`config.mk`:
```
export PLATFORM = sky130hd
export DESIGN_NAME = monitor_status_config_regs
export DESIGN_NICKNAME = d
export VERILOG_FILES = /design/src/regbank_pkg.sv /design/src/ready_if.sv /design/src/monitor_status_config_regs.sv /design/src/ready_pin_driver.sv
export SDC_FILE = /design/constraint.sdc
export NUM_CORES = 1
export LEC_CHECK = 0
export ABC_AREA = 0
export BUFFER_PORTS_ARGS = -buffer_cell sky130_fd_sc_hd__buf_2
export CAP_MARGIN = 20
export CORE_MARGIN = 5
export CORE_UTILIZATION = 45
export DETAILED_ROUTE_END_ITERATION = 10
export MAX_ROUTING_LAYER = met4
export PLACE_DENSITY = 0.72
export SYNTH_ARGS = -nofsm -noshare
export SYNTH_HDL_FRONTEND = slang
export SYNTH_SLANG_ARGS = --single-unit
```
`constraint.sdc`:
```
create_clock -name core_clk -period 3.1 [get_ports core_clk]
set_clock_uncertainty 0.1 [all_clocks]
set_input_delay 0.62 -clock core_clk [delete_from_list [all_inputs] [get_ports core_clk]]
set_output_delay 0.62 -clock core_clk [all_outputs]
set_load 0.02 [all_outputs]
```
`src/regbank_pkg.sv`:
```
/*
 * Constants for the status/configuration register bank: register
 * selects, field positions, values after reset and pulse timing.
 * Assumes a single 125 MHz core clock.
 */
package regbank_pkg;
    // ==========================================================
    // Register selects on the decoded serial-port access
    localparam logic [1:0] SEL_STATUS = 2'h0;
    localparam logic [1:0] SEL_DAC_CFG = 2'h1;
    localparam logic [1:0] SEL_ADC_CTRL = 2'h2;
    localparam logic [1:0] SEL_POWER = 2'h3;

    // ==========================================================
    // Status/configuration field positions
    localparam int RST_SEEN_BIT = 14;
    localparam int DONE_BIT = 13;
    localparam int ZERO_BIT = 12;
    localparam int REFSEL_BIT = 7;
    localparam int REFGAIN_BIT = 6;
    localparam int TRIG_BIT = 5;

    // ==========================================================
    // ADC control field positions
    localparam int AUTO_BIT = 15;
    localparam int SA_LSB = 8;
    localparam int EA_LSB = 4;

    // ==========================================================
    // Values after reset
    localparam logic [15:0] DAC_CFG_RST = 16'h0000;
    localparam logic [15:0] ADC_CTRL_RST = 16'h0000;
    localparam logic [15:0] POWER_RST = 16'h0000;

    // ==========================================================
    // Timing
    localparam int CLK_PERIOD_NS = 8;
    localparam int PULSE_NS = 2000;
    localparam int PULSE_CYCLES = PULSE_NS / CLK_PERIOD_NS;
endpackage

```
`src/ready_if.sv`:
```
/*
 * Carrier between the register bank and the result-ready pin driver.
 * Assumes both ends run on core_clk.
 */
`timescale 1ns/1ns
interface ready_if;
    logic clear;
    logic auto_mode;
    logic flag;
    logic end_pulse;
    logic pin_n;
    modport ctl (output clear, output auto_mode, output flag, output end_pulse, input pin_n);
    modport drv (input clear, input auto_mode, input flag, input end_pulse, output pin_n);
endinterface

```
`src/monitor_status_config_regs.sv`:
```
/*
 * Status/configuration and DAC configuration register bank of an
 * analog monitor. Assumes register accesses arrive already decoded
 * from the serial port on core_clk, and that the ADC sequencer and
 * DAC latches sit outside and obey the strobes given here.
 */
`timescale 1ns/1ns
module monitor_status_config_regs #(
    parameter int PULSE_CYCLES = regbank_pkg::PULSE_CYCLES,
    parameter int DAC_COUNT = 8
) (
    input wire logic core_clk,
    input wire logic rst,
    input wire logic hw_reset_n_pin,
    input wire logic sw_reset,
    input wire logic reg_wr,
    input wire logic reg_rd,
    input wire logic [1:0] reg_sel,
    input wire logic [15:0] reg_wdata,
    output logic [15:0] reg_rdata,
    input wire logic adc_data_rd,
    input wire logic chan_done,
    input wire logic [3:0] chan_addr,
    input wire logic convert_trigger_pin,
    input wire logic external_dac_load_strobe,
    input wire logic internal_dac_load,
    input wire logic [DAC_COUNT-1:0] dac_data_wr,
    input wire logic spi_shift_en,
    input wire logic spi_sdi,
    output logic result_ready_pin_n,
    output logic adc_start,
    output logic adc_auto_mode,
    output logic [3:0] starting_address,
    output logic [3:0] ending_address,
    output logic reference_select,
    output logic reference_gain,
    output logic ref_pin_connect,
    output logic isrc_reference_select,
    output logic isrc_reference_gain,
    output logic [15:0] power_enable,
    output logic [DAC_COUNT-1:0] synchronous_load_enable,
    output logic [DAC_COUNT-1:0] output_gain_select,
    output logic [DAC_COUNT-1:0] dac_latch_load,
    output logic [15:0] dac_shift_word
);
    // ==========================================================
    // Declarations
    logic hw_q1_reg;
    logic hw_q2_reg;
    logic cnv_q1_reg;
    logic cnv_q2_reg;
    logic cnv_q3_reg;
    logic ld_q1_reg;
    logic ld_q2_reg;
    logic ld_q3_reg;
    logic any_rst;
    logic wr_status;
    logic wr_ctrl;
    logic trig_edge;
    logic ld_edge;
    logic start_next;
    logic end_hit;
    logic done_clear;
    logic rst_seen_reg;
    logic done_reg;
    logic refsel_reg;
    logic refgain_reg;
    logic trig_reg;
    logic ref_connect_reg;
    logic auto_reg;
    logic start_reg;
    logic [3:0] sa_reg;
    logic [3:0] ea_reg;
    logic [15:0] power_reg;
    logic [15:0] dac_cfg_reg;
    logic [15:0] rdata_reg;
    logic [15:0] shift_reg;
    logic [DAC_COUNT-1:0] load_reg;
    logic [15:0] status_view;

    ready_if rdy ();

    // ==========================================================
    // Synchronisers for pins; first stage feeds only the second
    always_ff @(posedge core_clk) begin
        if (rst) begin
            hw_q1_reg <= 1'b1;
            hw_q2_reg <= 1'b1;
        end else begin
            hw_q1_reg <= hw_reset_n_pin;
            hw_q2_reg <= hw_q1_reg;
        end
    end

    // Trigger pin, with a third stage for the rising edge
    always_ff @(posedge core_clk) begin
        if (rst) begin
            cnv_q1_reg <= 1'b0;
            cnv_q2_reg <= 1'b0;
            cnv_q3_reg <= 1'b0;
        end else begin
            cnv_q1_reg <= convert_trigger_pin;
            cnv_q2_reg <= cnv_q1_reg;
            cnv_q3_reg <= cnv_q2_reg;
        end
    end

    // Load strobe pin; held low by the host at power-up so no
    // spurious edge follows reset release
    always_ff @(posedge core_clk) begin
        if (rst) begin
            ld_q1_reg <= 1'b0;
            ld_q2_reg <= 1'b0;
            ld_q3_reg <= 1'b0;
        end else begin
            ld_q1_reg <= external_dac_load_strobe;
            ld_q2_reg <= ld_q1_reg;
            ld_q3_reg <= ld_q2_reg;
        end
    end

    // ==========================================================
    // Decode: power-on, pin and software resets act alike
    assign any_rst = rst || !hw_q2_reg || sw_reset;
    assign wr_status = reg_wr && reg_sel == regbank_pkg::SEL_STATUS;
    assign wr_ctrl = reg_wr && reg_sel == regbank_pkg::SEL_ADC_CTRL;
    assign trig_edge = cnv_q2_reg && !cnv_q3_reg;
    assign ld_edge = ld_q2_reg && !ld_q3_reg;
    // Pin edge counts only in external mode, write only otherwise
    assign start_next = trig_reg ? trig_edge : wr_ctrl;
    assign end_hit = chan_done && chan_addr == ea_reg;
    assign done_clear = adc_data_rd || start_next ||
        (wr_status && !reg_wdata[regbank_pkg::DONE_BIT]);

    // ==========================================================
    // Reset-complete flag: reset sets, only a zero write clears
    always_ff @(posedge core_clk) begin
        if (any_rst) begin
            rst_seen_reg <= 1'b1;
        end else if (wr_status && !reg_wdata[regbank_pkg::RST_SEEN_BIT]) begin
            rst_seen_reg <= 1'b0;
        end
    end

    // Conversion-done flag; held clear in auto mode, else a completing set wins over a clear
    always_ff @(posedge core_clk) begin
        if (any_rst) begin
            done_reg <= 1'b0;
        end else if (auto_reg) begin
            done_reg <= 1'b0;
        end else if (end_hit) begin
            done_reg <= 1'b1;
        end else if (done_clear) begin
            done_reg <= 1'b0;
        end
    end

    // Reference and trigger configuration; other bits dropped
    always_ff @(posedge core_clk) begin
        if (any_rst) begin
            refsel_reg <= 1'b0;
            refgain_reg <= 1'b0;
            trig_reg <= 1'b0;
            ref_connect_reg <= 1'b1;
        end else if (wr_status) begin
            refsel_reg <= reg_wdata[regbank_pkg::REFSEL_BIT];
            refgain_reg <= reg_wdata[regbank_pkg::REFGAIN_BIT];
            trig_reg <= reg_wdata[regbank_pkg::TRIG_BIT];
            ref_connect_reg <= !reg_wdata[regbank_pkg::REFSEL_BIT];
        end
    end

    // ==========================================================
    // Conversion control; auto mode cannot coexist with the pin
    // trigger, so enabling the pin drops back to direct mode
    always_ff @(posedge core_clk) begin
        if (any_rst) begin
            auto_reg <= regbank_pkg::ADC_CTRL_RST[regbank_pkg::AUTO_BIT];
            sa_reg <= regbank_pkg::ADC_CTRL_RST[regbank_pkg::SA_LSB +: 4];
            ea_reg <= regbank_pkg::ADC_CTRL_RST[regbank_pkg::EA_LSB +: 4];
        end else if (wr_status && reg_wdata[regbank_pkg::TRIG_BIT]) begin
            auto_reg <= 1'b0;
        end else if (wr_ctrl) begin
            auto_reg <= reg_wdata[regbank_pkg::AUTO_BIT] && !trig_reg;
            sa_reg <= reg_wdata[regbank_pkg::SA_LSB +: 4];
            ea_reg <= reg_wdata[regbank_pkg::EA_LSB +: 4];
        end
    end

    // One-cycle start strobe to the sequencer
    always_ff @(posedge core_clk) begin
        if (any_rst) begin
            start_reg <= 1'b0;
        end else begin
            start_reg <= start_next;
        end
    end

    // ==========================================================
    // Power-down control; zero keeps every block powered down
    always_ff @(posedge core_clk) begin
        if (any_rst) begin
            power_reg <= regbank_pkg::POWER_RST;
        end else if (reg_wr && reg_sel == regbank_pkg::SEL_POWER) begin
            power_reg <= reg_wdata;
        end
    end

    // DAC configuration: load enables high byte, gains low byte
    always_ff @(posedge core_clk) begin
        if (any_rst) begin
            dac_cfg_reg <= regbank_pkg::DAC_CFG_RST;
        end else if (reg_wr && reg_sel == regbank_pkg::SEL_DAC_CFG) begin
            dac_cfg_reg <= reg_wdata;
        end
    end

    // ==========================================================
    // Latch load strobes per DAC: strobe-gated or immediate
    generate
        for (genvar i = 0; i < DAC_COUNT; i++) begin : g_load
            always_ff @(posedge core_clk) begin
                if (any_rst) begin
                    load_reg[i] <= 1'b0;
                end else if (dac_cfg_reg[8 + i]) begin
                    load_reg[i] <= ld_edge || internal_dac_load;
                end else begin
                    load_reg[i] <= dac_data_wr[i];
                end
            end
        end
    endgenerate

    // Serial input shift register; deliberately without reset so
    // a word in flight survives any reset, hence select stays idle
    always_ff @(posedge core_clk) begin
        if (spi_shift_en) begin
            shift_reg <= {shift_reg[14:0], spi_sdi};
        end
    end

    // ==========================================================
    // Read data; unused status positions and bit 12 of the status view always zero
    always_comb begin
        status_view = 16'h0000;
        status_view[regbank_pkg::RST_SEEN_BIT] = rst_seen_reg;
        status_view[regbank_pkg::DONE_BIT] = done_reg;
        status_view[regbank_pkg::ZERO_BIT] = 1'b0;
        status_view[regbank_pkg::REFSEL_BIT] = refsel_reg;
        status_view[regbank_pkg::REFGAIN_BIT] = refgain_reg;
        status_view[regbank_pkg::TRIG_BIT] = trig_reg;
    end

    always_ff @(posedge core_clk) begin
        if (any_rst) begin
            rdata_reg <= 16'h0000;
        end else if (reg_rd) begin
            case (reg_sel)
                regbank_pkg::SEL_STATUS: rdata_reg <= status_view;
                regbank_pkg::SEL_DAC_CFG: rdata_reg <= dac_cfg_reg;
                regbank_pkg::SEL_ADC_CTRL: begin
                    rdata_reg <= {auto_reg, 3'h0, sa_reg, ea_reg, 4'h0};
                end
                regbank_pkg::SEL_POWER: rdata_reg <= power_reg;
                default: rdata_reg <= 16'h0000;
            endcase
        end
    end

    // ==========================================================
    // Result-ready pin driver
    assign rdy.clear = any_rst;
    assign rdy.auto_mode = auto_reg;
    assign rdy.flag = done_reg;
    assign rdy.end_pulse = end_hit && auto_reg;

    ready_pin_driver #(
        .PULSE_CYCLES(PULSE_CYCLES)
    ) u_ready (
        .core_clk(core_clk),
        .rdy(rdy.drv)
    );

    // ==========================================================
    // Outputs; current source shares the reference flops
    assign reg_rdata = rdata_reg;
    assign result_ready_pin_n = rdy.pin_n;
    assign adc_start = start_reg;
    assign adc_auto_mode = auto_reg;
    assign starting_address = sa_reg;
    assign ending_address = ea_reg;
    assign reference_select = refsel_reg;
    assign reference_gain = refgain_reg;
    assign ref_pin_connect = ref_connect_reg;
    assign isrc_reference_select = refsel_reg;
    assign isrc_reference_gain = refgain_reg;
    assign power_enable = power_reg;
    assign synchronous_load_enable = dac_cfg_reg[8 +: DAC_COUNT];
    assign output_gain_select = dac_cfg_reg[0 +: DAC_COUNT];
    assign dac_latch_load = load_reg;
    assign dac_shift_word = shift_reg;

    // ==========================================================
    // Checks
    property p_soft_reset;
        @(posedge core_clk) disable iff (rst)
        sw_reset |=> rst_seen_reg && !done_reg && !refsel_reg && !refgain_reg && !trig_reg
            && power_reg == regbank_pkg::POWER_RST;
    endproperty
    a_soft_reset: assert property (p_soft_reset)
        else $error("soft reset left a field set");

    property p_seen_one_write;
        @(posedge core_clk) disable iff (rst)
        (wr_status && reg_wdata[regbank_pkg::RST_SEEN_BIT] && !any_rst)
            |=> rst_seen_reg == $past(rst_seen_reg);
    endproperty
    a_seen_one_write: assert property (p_seen_one_write)
        else $error("reset-complete changed by a one write");

    property p_bit12_zero;
        @(posedge core_clk) disable iff (rst)
        reg_rd |=> reg_rdata[regbank_pkg::ZERO_BIT] == 1'b0 &&
            (reg_sel != regbank_pkg::SEL_STATUS || reg_rdata[4:0] == 5'h00);
    endproperty
    a_bit12_zero: assert property (p_bit12_zero)
        else $error("reserved status bit read nonzero");

    property p_auto_no_done;
        @(posedge core_clk) disable iff (rst)
        auto_reg |=> !done_reg || !$past(auto_reg);
    endproperty
    a_auto_no_done: assert property (p_auto_no_done)
        else $error("done flag set in auto mode");

    property p_read_clears;
        @(posedge core_clk) disable iff (rst)
        (adc_data_rd && !end_hit) |=> !done_reg;
    endproperty
    a_read_clears: assert property (p_read_clears)
        else $error("data read did not clear done");

    property p_ext_write_no_start;
        @(posedge core_clk) disable iff (any_rst)
        (trig_reg && wr_ctrl && !trig_edge) |=> !adc_start;
    endproperty
    a_ext_write_no_start: assert property (p_ext_write_no_start)
        else $error("control write started in external mode");

    property p_int_write_start;
        @(posedge core_clk) disable iff (any_rst)
        (!trig_reg && wr_ctrl) |=> adc_start ##1 !adc_start;
    endproperty
    a_int_write_start: assert property (p_int_write_start)
        else $error("control write did not start once");

    property p_immediate_load;
        @(posedge core_clk) disable iff (any_rst)
        (!dac_cfg_reg[8] && dac_data_wr[0]) |=> dac_latch_load[0];
    endproperty
    a_immediate_load: assert property (p_immediate_load)
        else $error("immediate DAC update missing");

    c_ext_start: cover property (@(posedge core_clk) trig_reg && trig_edge);
    c_done_set: cover property (@(posedge core_clk) !auto_reg && end_hit);
    c_strobe_load: cover property (@(posedge core_clk) ld_edge && dac_cfg_reg[8]);
endmodule

```
`src/ready_pin_driver.sv`:
```
/*
 * Drives the active-low result-ready pin: a level in direct mode,
 * a timed low pulse in auto mode. Assumes clear is synchronous.
 */
`timescale 1ns/1ns
module ready_pin_driver #(
    parameter int PULSE_CYCLES = regbank_pkg::PULSE_CYCLES
) (
    input wire logic core_clk,
    ready_if.drv rdy
);
    localparam int CW = $clog2(PULSE_CYCLES + 1);
    localparam logic [CW-1:0] LOAD = CW'(PULSE_CYCLES - 1);

    logic [CW-1:0] cnt_reg;
    logic pin_n_reg;

    // ==========================================================
    // Pulse length counter, restarted by each end-of-set event
    always_ff @(posedge core_clk) begin
        if (rdy.clear || !rdy.auto_mode) begin
            cnt_reg <= '0;
        end else if (rdy.end_pulse) begin
            cnt_reg <= LOAD;
        end else if (cnt_reg != '0) begin
            cnt_reg <= cnt_reg - 1'b1;
        end
    end

    // Pin level; high while in reset so the host sees no data
    always_ff @(posedge core_clk) begin
        if (rdy.clear) begin
            pin_n_reg <= 1'b1;
        end else if (rdy.auto_mode) begin
            pin_n_reg <= !(rdy.end_pulse || cnt_reg != '0);
        end else begin
            pin_n_reg <= !rdy.flag;
        end
    end

    assign rdy.pin_n = pin_n_reg;

    // ==========================================================
    // Checks
    property p_direct_level;
        @(posedge core_clk) disable iff (rdy.clear)
        (!rdy.auto_mode && rdy.flag) |=> (rdy.pin_n == 1'b0);
    endproperty
    a_direct_level: assert property (p_direct_level)
        else $error("result-ready not low with done flag");

    property p_auto_pulse;
        @(posedge core_clk) disable iff (rdy.clear)
        (rdy.auto_mode && rdy.end_pulse) ##1 rdy.auto_mode [*8]
            |-> rdy.pin_n == 1'b0 && cnt_reg != '0;
    endproperty
    a_auto_pulse: assert property (p_auto_pulse)
        else $error("auto pulse ended early");

    c_auto_pulse: cover property (@(posedge core_clk)
        rdy.auto_mode && rdy.end_pulse);
endmodule

```
==> out/qor.txt <==
Sw Ratio: 26.1%
Share of cells above drive strength 1: 35.9%
Async SR Flop Fraction: 0%
Final Max Tran Viols: 0
Clock power frac: 34.9%
Final WL: 10.8 mm
CP Launch Type: input port
Worst hold path class: in -> reg
Final period util: 64.4%
Crit path arrival time: 2.18 ns
# rows: 35
IO Pins: 131
F_max: 501 MHz
Synth unique cells: 50
Grt ovf: 0
Top_reg_cell synth: dfxtp_1
Seq cells post-synth: 105
Leading cell type in the layout, fill and taps excluded: buf_2
Worst Path Class, Setup: in -> reg
Via count: 3458
CTS tree: yes
DP HPWL: 7.81 mm
H-tree Lvls: 3
Post-CTS setup buffer count: 0
Die Ht: 106 um
Die W: 106 um
Post-route DRC violation count: 0
Final #Nets: 579
Reg2reg start: hw_q2_reg
Non-Filler Instances: 651
All-Layer GR Usage: 19.7%
RePlAce Congestion: 0.754
Design area: 5030 um^2
Input/output buffers: 130
NetSw: 0.000663 W
Internal: 0.00188 W
Initial antenna violation count: 0
Post-CTS sizing: 0
VDD IR max: 0.000247 V
Mapped Avg Cell Area: 9.96 um^2
Syn Inst Count: 416
Number of max-cap violations: 0
Sink Count: 105
CORE AREA: 9110 um^2
Largest net degree at the start of global routing: 42
CTS max path bufs: 2
First-pass GRT wire length: 17.1 mm
Root Buffer: clkbuf_8
Worst Setup SP: reg_sel[1]
Synthesized Nets: 460
Setup tns final: 0 ns
TritonCTS Buffers: 9
Most frequent cells in the layout: buf_2 (130), dfxtp_1 (89), nand2_1 (84)
Power per Cell Area: 505 nW/um^2
CP max FO: 23
WL/cell: 16.6 um
Combinational power share: 8.8%
Leak: 2.09 nW
Seq/Total Area, Yosys: 54.6%
Post-route ant nets: 0
Min Tclk post-route: 2.00 ns
Initial Util: 45.5%
Ant. Diodes: 0
Dpl cells: 635
Reg-to-reg slack, setup: 1.33 ns
Measured slew at the worst slew-check pin: 0.694 ns
Worst Path Required: 3.29 ns
Crit path capture: reg_rdata[11]
EDFF count, synth: 16
Die area: 11200 um^2
Final Hold Fails: 0
R2R cell count: 3
Worst-path clk slew: 0.10 ns
1st-pass router iterations: 4
Synthesis-to-finish area growth: 21.5%
Vias in the first global route: 3252
Area after DPL: 4820 um^2
Final Util: 55.3%
Flop pwr share: 56.3%
Setup Viol. Count Final: 0
Type of destination of the critical path: register
Skew-Pair Late Insertion Delay: 0.37 ns
Capturing point of the worst reg2reg path: dac_latch_load[1]
Synthesized cell area: 4140 um^2
CTS Hold Bufs: 0
Worst slew margin: 53.7%
Unrepaired setup endpoints after global routing: no
Vias per cell: 5.31
Status: finished clean
Detailed router's first-iteration violation count: 162
Synth warnings: 0
-- worst min-delay path by stage --
stage / slack (ns) / depth (start not counted) / end / start
after detailed placement: 0.31 / 1 / hw_q2_reg / hw_q1_reg
after global routing: 0.30 / 1 / dac_shift_word[0] / spi_sdi
final: 0.33 / 1 / dac_shift_word[0] / spi_sdi
after CTS: 0.31 / 1 / dac_shift_word[0] / spi_sdi
after global placement: 0.30 / 1 / hw_q2_reg / hw_q1_reg
after floorplan: 0.29 / 1 / hw_q2_reg / hw_q1_reg
-- final cells by class --
type | count | area [um^2]
Fill cell | 802 | 4080
Sequential cell | 105 | 2260
Multi-Input combinational cell | 280 | 1710
Timing Repair Buffer | 135 | 701
Tap cell | 111 | 139
Clock buffer | 9 | 124
Clock inverter | 7 | 85.1
Inverter | 4 | 15.0
-- power groups by stage --
stage | registers [W] | logic (W) | clock network (W)
after floorplan | 0.00149 | 0.000102 | 0
after global placement | 0.00146 | 0.000220 | 0
after detailed placement | 0.00146 | 0.000223 | 0
after CTS | 0.00143 | 0.000224 | 0.000909
after global routing | 0.00144 | 0.000242 | 0.000965
final | 0.00143 | 0.000223 | 0.000889
-- layer usage --
metal / global-route usage, % / routed length (um) / up-vias
li1: - / - / 1682
met1: 24.2 / 4670 / 1634
met2: 32.8 / 5320 / 131
met3: 3.70 / 691 / 11
met4: 6.85 / 140 / 0
met5: - / 0 / -
-- cells in the mapped netlist (2+ instances only) --
| library cell | n | area, um^2 |
|---|---|---|
| inv_1 | 4 | 15.0 |
| buf_4 | 3 | 22.5 |
| mux2_2 | 13 | 146 |
| a22oi_1 | 8 | 60.1 |
| or2_2 | 2 | 12.5 |
| a211oi_1 | 5 | 37.5 |
| a21oi_1 | 53 | 265 |
| nand3_1 | 18 | 90.1 |
| nor3b_2 | 2 | 25.0 |
| dfxtp_1 | 89 | 1780 |
| buf_1 | 2 | 7.51 |
| xnor2_1 | 2 | 17.5 |
| buf_6 | 3 | 33.8 |
| nor2_1 | 23 | 86.3 |
| nor2b_1 | 7 | 43.8 |
| buf_2 | 16 | 80.1 |
| clkbuf_1 | 2 | 7.51 |
| xor2_1 | 4 | 35.0 |
| nand2b_1 | 6 | 37.5 |
| a31oi_1 | 3 | 18.8 |
| o21ai_0 | 4 | 20.0 |
| or3_1 | 2 | 12.5 |
| mux4_2 | 3 | 67.6 |
| edfxtp_1 | 16 | 480 |
| nand2_1 | 84 | 315 |
| a211oi_2 | 12 | 150 |
| nor3_1 | 3 | 15.0 |
| mux2i_1 | 5 | 50.1 |
-- critical path, stage by stage --
cell      delay (ns)
buf_2           0.45
nor2b_2         0.62
a22oi_1         0.21
a211oi_2        0.26
-- cell families after synthesis --
| logic type | Yosys count | share of synthesized area, % |
|---|---|---|
| AND/OR/NAND/NOR | 162 | 18.8 |
| adder cells (fa/ha/maj) | 1 | 0.302 |
| AO/OA/AOI/OAI | 90 | 14.5 |
| multiplexers | 21 | 6.37 |
| XOR/XNOR | 6 | 1.27 |
| buffers and inverters | 31 | 4.14 |
| flip-flops | 105 | 54.6 |
-- metrics by stage --
stage	hold slack (ns)	setup WS [ns]	power, W
after global placement	0.297	0.846	0.00168
after global routing	0.299	1.06	0.00264
after floorplan	0.289	1.41	0.00160
after detailed placement	0.313	0.749	0.00169
after CTS	0.310	1.12	0.00256
final	0.326	1.10	0.00254
No activity file was read; power rests on OpenSTA's default activity.
